$ cat src/design/asrc_pkg.sv
// package: pin timing counts and request/pin carriers for the static memory controller
package asrc_pkg;
  localparam int unsigned CLK_PERIOD_PS = 5000;
  // least times in ps, rounded up to whole cycles below
  localparam int unsigned T_RC_PS  = 55000;
  localparam int unsigned T_AA_PS  = 55000;
  localparam int unsigned T_WC_PS  = 55000;
  localparam int unsigned T_PWE_PS = 50000;
  localparam int unsigned T_HZ_PS  = 20000;
  localparam int unsigned RD_CYC   = (T_AA_PS + CLK_PERIOD_PS - 1) / CLK_PERIOD_PS;
  localparam int unsigned WR_CYC   = (T_PWE_PS + CLK_PERIOD_PS - 1) / CLK_PERIOD_PS;
  localparam int unsigned TURN_CYC = (T_HZ_PS + CLK_PERIOD_PS - 1) / CLK_PERIOD_PS;
  localparam int unsigned CYC_RC   = (T_RC_PS + CLK_PERIOD_PS - 1) / CLK_PERIOD_PS;
  localparam int unsigned CYC_WC   = (T_WC_PS + CLK_PERIOD_PS - 1) / CLK_PERIOD_PS;
  localparam int unsigned CNT_W    = 5;
  localparam int unsigned ADDR_W   = 16;
  localparam int unsigned DATA_W   = 16;

  typedef struct packed {
    logic              write;
    logic [1:0]        byte_en;
    logic [ADDR_W-1:0] addr;
    logic [DATA_W-1:0] wdata;
  } asrc_req_t;

  typedef struct packed {
    logic              chip_select_n;
    logic              write_strobe_n;
    logic              output_enable_n;
    logic              upper_byte_enable_n;
    logic              lower_byte_enable_n;
  } asrc_ctl_t;
endpackage

$ cat src/design/asrc_ctrl.sv
// host-side controller that drives the 64K x 16 asynchronous static memory pins
`timescale 1ns/100ps
module asrc_ctrl (
  input  wire logic               i_mclk,
  input  wire logic               i_reset_n,
  input  wire logic               i_req_valid,
  input  wire asrc_pkg::asrc_req_t i_req,
  output logic                    o_req_ready,
  output logic                    o_rd_valid,
  output logic [15:0]             o_rd_data,
  output asrc_pkg::asrc_ctl_t     o_ctl,
  output logic [15:0]             o_addr,
  output logic [15:0]             o_dq_out,
  output logic [15:0]             o_dq_oe,
  input  wire logic [15:0]        i_dq_in
);
  typedef enum logic [2:0] {
    ST_IDLE  = 3'b000,
    ST_SETUP = 3'b001,
    ST_READ  = 3'b010,
    ST_WRITE = 3'b011,
    ST_HOLD  = 3'b100,
    ST_TURN  = 3'b101
  } asrc_state_t;

  localparam logic [4:0] RD_N   = 5'(asrc_pkg::RD_CYC);
  localparam logic [4:0] WR_N   = 5'(asrc_pkg::WR_CYC);
  localparam logic [4:0] TURN_N = 5'(asrc_pkg::TURN_CYC);

  asrc_state_t         state_q, state_d;
  logic [4:0]          cnt_q, cnt_d;
  asrc_pkg::asrc_req_t req_q, req_d;
  asrc_pkg::asrc_ctl_t ctl_q, ctl_d;
  logic [15:0]         dq_oe_q, dq_oe_d;
  logic [15:0]         rdat_q, rdat_d;
  logic                rvld_q, rvld_d;
  logic                rdy_q, rdy_d;

  always_comb begin
    state_d = state_q;
    cnt_d   = cnt_q;
    req_d   = req_q;
    ctl_d   = ctl_q;
    dq_oe_d = dq_oe_q;
    rdat_d  = rdat_q;
    rvld_d  = 1'b0;
    rdy_d   = 1'b0;
    case (state_q)
      ST_IDLE: begin
        ctl_d   = '1;
        dq_oe_d = '0;
        rdy_d   = 1'b1;
        if (i_req_valid && rdy_q) begin
          // address latched and driven a cycle before any strobe falls
          req_d   = i_req;
          rdy_d   = 1'b0;
          state_d = ST_SETUP;
        end
      end
      ST_SETUP: begin
        cnt_d = '0;
        ctl_d.chip_select_n       = 1'b0;
        ctl_d.upper_byte_enable_n = ~req_q.byte_en[1];
        ctl_d.lower_byte_enable_n = ~req_q.byte_en[0];
        if (req_q.write) begin
          // all strobes fall together so the write starts at one edge
          // with no lane enabled the strobe stays high: no write is begun on a bare select
          ctl_d.write_strobe_n  = ~|req_q.byte_en;
          ctl_d.output_enable_n = 1'b1;
          // only the enabled lanes are driven
          dq_oe_d = {{8{req_q.byte_en[1]}}, {8{req_q.byte_en[0]}}};
          state_d = ST_WRITE;
        end else begin
          // strobe held high across the whole read
          ctl_d.write_strobe_n  = 1'b1;
          ctl_d.output_enable_n = 1'b0;
          dq_oe_d = '0;
          state_d = ST_READ;
        end
      end
      ST_READ: begin
        cnt_d = cnt_q + 5'h01;
        if (cnt_q == RD_N - 5'h01) begin
          // capture only enabled lanes; others read as zero
          rdat_d = i_dq_in & {{8{req_q.byte_en[1]}}, {8{req_q.byte_en[0]}}};
          rvld_d = 1'b1;
          ctl_d  = '1;
          cnt_d  = '0;
          // memory may still drive for the float time; wait before next request
          state_d = ST_TURN;
        end
      end
      ST_WRITE: begin
        cnt_d = cnt_q + 5'h01;
        if (cnt_q == WR_N - 5'h01) begin
          // write strobe ends the write; data stays one more cycle
          ctl_d.write_strobe_n = 1'b1;
          state_d = ST_HOLD;
        end
      end
      ST_HOLD: begin
        // select and byte enables rise after strobe, never together with it
        ctl_d   = '1;
        dq_oe_d = '0;
        cnt_d   = '0;
        state_d = ST_TURN;
      end
      ST_TURN: begin
        cnt_d = cnt_q + 5'h01;
        if (cnt_q == TURN_N - 5'h01) begin
          cnt_d   = '0;
          rdy_d   = 1'b1;
          state_d = ST_IDLE;
        end
      end
      default: begin
        state_d = ST_IDLE;
        ctl_d   = '1;
        dq_oe_d = '0;
      end
    endcase
  end

  always_ff @(posedge i_mclk or negedge i_reset_n) begin
    if (!i_reset_n) begin
      state_q <= ST_IDLE;
      cnt_q   <= '0;
      req_q   <= '0;
      ctl_q   <= '1;
      dq_oe_q <= '0;
      rdat_q  <= '0;
      rvld_q  <= 1'b0;
      rdy_q   <= 1'b0;
    end else begin
      state_q <= state_d;
      cnt_q   <= cnt_d;
      req_q   <= req_d;
      ctl_q   <= ctl_d;
      dq_oe_q <= dq_oe_d;
      rdat_q  <= rdat_d;
      rvld_q  <= rvld_d;
      rdy_q   <= rdy_d;
    end
  end

  assign o_req_ready = rdy_q;
  assign o_rd_valid  = rvld_q;
  assign o_rd_data   = rdat_q;
  assign o_ctl       = ctl_q;
  assign o_addr      = req_q.addr;
  assign o_dq_out    = req_q.wdata;
  assign o_dq_oe     = dq_oe_q;

  // helper: cycles since select fell
  logic [5:0] sel_cnt_q;
  always_ff @(posedge i_mclk or negedge i_reset_n) begin
    if (!i_reset_n) begin
      sel_cnt_q <= '0;
    end else begin
      sel_cnt_q <= ctl_q.chip_select_n ? 6'h00 : sel_cnt_q + 6'h01;
    end
  end

  // helper: cycles the write strobe has been low; a counter keeps the width check cheap
  logic [4:0] we_low_cnt_q, we_low_cnt_d;
  always_comb begin
    we_low_cnt_d = ctl_q.write_strobe_n ? 5'h00 : we_low_cnt_q + 5'h01;
  end
  always_ff @(posedge i_mclk or negedge i_reset_n) begin
    if (!i_reset_n) begin
      we_low_cnt_q <= '0;
    end else begin
      we_low_cnt_q <= we_low_cnt_d;
    end
  end
endmodule

$ cat config.mk
export PLATFORM = sky130hd
export DESIGN_NAME = asrc_ctrl
export DESIGN_NICKNAME = d
export VERILOG_FILES = /design/src/design/asrc_pkg.sv /design/src/design/asrc_ctrl.sv
export SDC_FILE = /design/constraint.sdc
export NUM_CORES = 1
export LEC_CHECK = 0
export ABC_AREA = 1
export BUFFER_PORTS_ARGS = -buffer_cell sky130_fd_sc_hd__buf_2
export CORE_MARGIN = 2
export CORE_UTILIZATION = 49
export DETAILED_ROUTE_END_ITERATION = 8
export PLACE_DENSITY = 0.78
export SETUP_SLACK_MARGIN = 0.1
export SYNTH_ARGS = -nofsm -noshare
export SYNTH_HDL_FRONTEND = slang
export SYNTH_SLANG_ARGS = --single-unit
$ cat constraint.sdc
create_clock -name i_mclk -period 1.8 [get_ports i_mclk]
set_input_delay 0.27 -clock i_mclk [delete_from_list [all_inputs] [get_ports i_mclk]]
set_output_delay 0.27 -clock i_mclk [all_outputs]
set_load 0.01 [all_outputs]
==> summary.txt <==
===============================================================================
Status ...........................................................    completed
Residual antenna-violating net count after detailed routing ......            0
Clock root buffer ................................................     clkbuf_8
Final wirelength .................................................      6094 µm
Worst slew margin relative to its limit ..........................       70.92%
Worst hold path class ............................................    in -> reg
Per-instance average area after synthesis ........................    8.560 µm²
Worst hold endpoint .............................................. o_dq_out[8]$_DFFE_PN0P_
Number of standard cells in the layout, taps in and fillers out ..          550
Die area .........................................................     7398 µm²
Average vias per placed instance .................................        4.567
Critical Path Max Stage Delay ....................................       420 ps
RSZ-0062 raised after global routing .............................        false
Row Count ........................................................           29
Remaining DRCs ...................................................            0
Sort of element at the end of the critical path ..................         flop
Post-Place Worst Slack ...........................................     310.9 ps
Final clock skew .................................................     11.97 ps
Area growth from synthesis to layout .............................       18.56%
Syn. warnings ....................................................            0
Required time at the worst-slack endpoint ........................      2050 ps
Sum of buffers and inverters on the critical path ................            3
Final weighted congestion of routability-driven global placement .       0.8301
Total global routing overflow ....................................            0
TritonCTS clock tree .............................................        built
Start of the worst register-to-register path ..................... cnt_q[0]$_DFFE_PN0P_
Maximum number of pins on one net before global-route repair .....           71
Fin area .........................................................     3908 µm²
Number of stages on the worst hold path ..........................            3
Worst hold slack .................................................     150.5 ps
Sink count of the clock tree .....................................           68
Number of port buffers ...........................................          124
Antenna violations before repair .................................            0
Total negative slack .............................................         0 ps
Kind of critical path ............................................   reg -> reg
Fraction of final layout cells sized beyond drive strength 1 .....       34.04%
Critical-path cell with the highest stage delay ..................      dfrtp_1
Crit path arrival time ...........................................      1740 ps
Core outline area ................................................     6422 µm²
Leak Pwr .........................................................  0.002287 µW
Final number of max-transition violations ........................            0
Largest voltage drop on the vdd net ..............................  0.0008113 V
First-pass GRT wire length .......................................     10320 µm
Seq cells post-synth .............................................           68
H-tree depth .....................................................            3
Nets@finish ......................................................          525
Clock slew at reported path FFs ..................................        80 ps
Maximum achievable frequency .....................................    669.7 MHz
Clock period minus final worst setup slack .......................      1493 ps
Ordered list of cells on the worst path .......................... inv_1 > ha_1 > nand2_1 > inv_1 > nand2_2 > nor3_4 > buf_12 > nand3_1 > o21ai_0
Die outline width ................................................     86.01 µm
Global-route usage over all layers ...............................       17.71%
Post-synthesis cell area .........................................     3296 µm²
Maxcap violations ................................................            0
Vias in the first global route ...................................         2296
Total placed instance area .......................................     3675 µm²
Gate count after technology mapping ..............................          385
Count of final hold-check violations .............................            0
Fill count .......................................................          556
Total via count after detailed routing ...........................         2512
Average routed wire per standard cell ............................     11.08 µm
Flip-flop and latch area .........................................     1708 µm²
Critical Path Fanout Max .........................................           33
Total iterations of the first detailed-routing run ...............            5
Antenna diode count ..............................................            0
Distinct cells, synth ............................................           23
Capture point of the worst reg-to-reg path ....................... o_rd_data[2]$_DFFE_PN0P_
Number of endpoints failing setup at the final stage .............            0
Post CTS Setup Buffer Count ......................................            0
Ratio of final minimum period to clock period ....................       82.96%
Pin slew with the least headroom to its limit ....................     436.2 ps
Minimum setup slack in the final design ..........................     306.7 ps
Later-pin clock latency in the skew report .......................       340 ps
Worst Setup Start Kind ...........................................         flop
Share of synthesized area occupied by flip-flops and latches .....       51.82%
Top Family by Delay on Critical Path .............................   flip-flops
Die height .......................................................     86.01 µm
Power density over the cells .....................................  1695 nW/µm²
Starting DRC count in detailed routing ...........................          126
Buffer depth of the longest clock path ...........................            2
Critical path's most frequent cell ...............................        inv_1
Starting density of the core .....................................       51.32%
Worst R2R Path Depth .............................................            9
Placed cell count ................................................          533
HPWL Detailed ....................................................      4505 µm
Area taken by multi-input logic gates ............................    904.6 µm²
Post-Syn Nets ....................................................          442
Min-Delay Startpoint .............................................     i_req[8]
Number of CTS-inserted buffers ...................................            9
R2R setup slack ..................................................       310 ps
I/O Pins .........................................................          125
===============================================================================
==> routing by layer <==
layer	global-route usage, %	wire length [µm]
met3	5.005	419
met2	28.26	2791
met4	6.494	45
met1	23.06	2837
met5	0	0
==> power by group <==
| part | switching (µW) | leakage, µW | internal [µW] |
|---|---|---|---|
| sequential | 511 | 0.000790 | 2230 |
| combinational | 1470 | 0.00139 | 1040 |
| clock | 586 | 0.000110 | 786 |
| total | 2560 | 0.00229 | 4060 |
==> cells in the final DEF, fill, tap and decap left out, drive strengths merged, types with 3 or more instances in the layout <==
cell,n
buf,129
nand2,77
inv,73
dfrtp,63
o21ai,56
nand3,29
nor2,10
clkbuf,9
dfstp,5
a21oi,4
a22oi,3
ha,3
clkinv,3
==> stage by stage <==
stage / util (%) / total power, µW
6_report: 60.84 / 6621
5_1_grt: 60.84 / 7192
4_1_cts: 60.84 / 6699
3_5_place_dp: 57.22 / 5287
3_3_place_gp: 57.22 / 5192
2_1_floorplan: - / 4858
==> how the worst max path moves through the flow <==
| stage | end | slack (ps) | cells after the start | startpoint |
|---|---|---|---|---|
| after floorplan | o_rd_data[0]$_DFFE_PN0P_ | 450 | 8 | cnt_q[0]$_DFFE_PN0P_ |
| after global placement | o_rd_data[0]$_DFFE_PN0P_ | 420 | 9 | cnt_q[0]$_DFFE_PN0P_ |
| after detailed placement | o_rd_data[2]$_DFFE_PN0P_ | 310 | 9 | cnt_q[0]$_DFFE_PN0P_ |
| after CTS | o_rd_data[2]$_DFFE_PN0P_ | 290 | 9 | cnt_q[0]$_DFFE_PN0P_ |
| after global routing | o_rd_data[2]$_DFFE_PN0P_ | 170 | 9 | cnt_q[0]$_DFFE_PN0P_ |
| final | o_rd_data[2]$_DFFE_PN0P_ | 310 | 9 | cnt_q[0]$_DFFE_PN0P_ |
==> worst min-delay path, cell delays in order <==
cell and delay (ps):
buf_2 90, inv_1 40, o21ai_1 50
==> layout make-up <==
class | count | area share (%)
Timing Repair Buffer | 130 | 18.06
Tap cell | 77 | 2.466
Clock buffer | 9 | 3.170
Inverter | 72 | 6.916
Sequential cell | 68 | 43.71
Clock inverter | 7 | 2.530
Multi-Input combinational cell | 187 | 23.15
==> timing repair <==
action                                 in CTS  in global routing
resized for setup                           0                  0
hold buffers                                1                  0
endpoints found under the hold margin      14                  0
==> synth_stat cells (all sizes together) <==
cell / count / area, µm²
a22oi: 3 / 22.52
nor2: 10 / 42.54
o21ba: 1 / 10.01
o21ai: 56 / 284.0
clkbuf: 2 / 7.510
ha: 3 / 37.54
nor3: 2 / 21.27
dfrtp: 63 / 1577
nand2: 77 / 296.5
nand4: 2 / 12.51
dfstp: 5 / 131.4
buf: 56 / 405.4
nand3: 29 / 157.7
inv: 72 / 270.3
a21oi: 4 / 20.02
==> state kept, by name, summed over array words and instances, names as in the netlist <==
name         flops
o_dq_out        16
req_q            3
o_ctl            5
o_req_ready      1
o_dq_oe          2
o_rd_valid       1
o_rd_data       16
o_addr          16
cnt_q            5
state_q          3
==> logic make-up after synthesis <==
logic type	share of synthesized area (%)
flip-flops	51.82
adder cells (fa/ha/maj)	1.139
AND/OR/NAND/NOR	16.10
buffers and inverters	20.73
AO/OA/AOI/OAI	10.21
No activity file was read; power rests on OpenSTA's default activity.
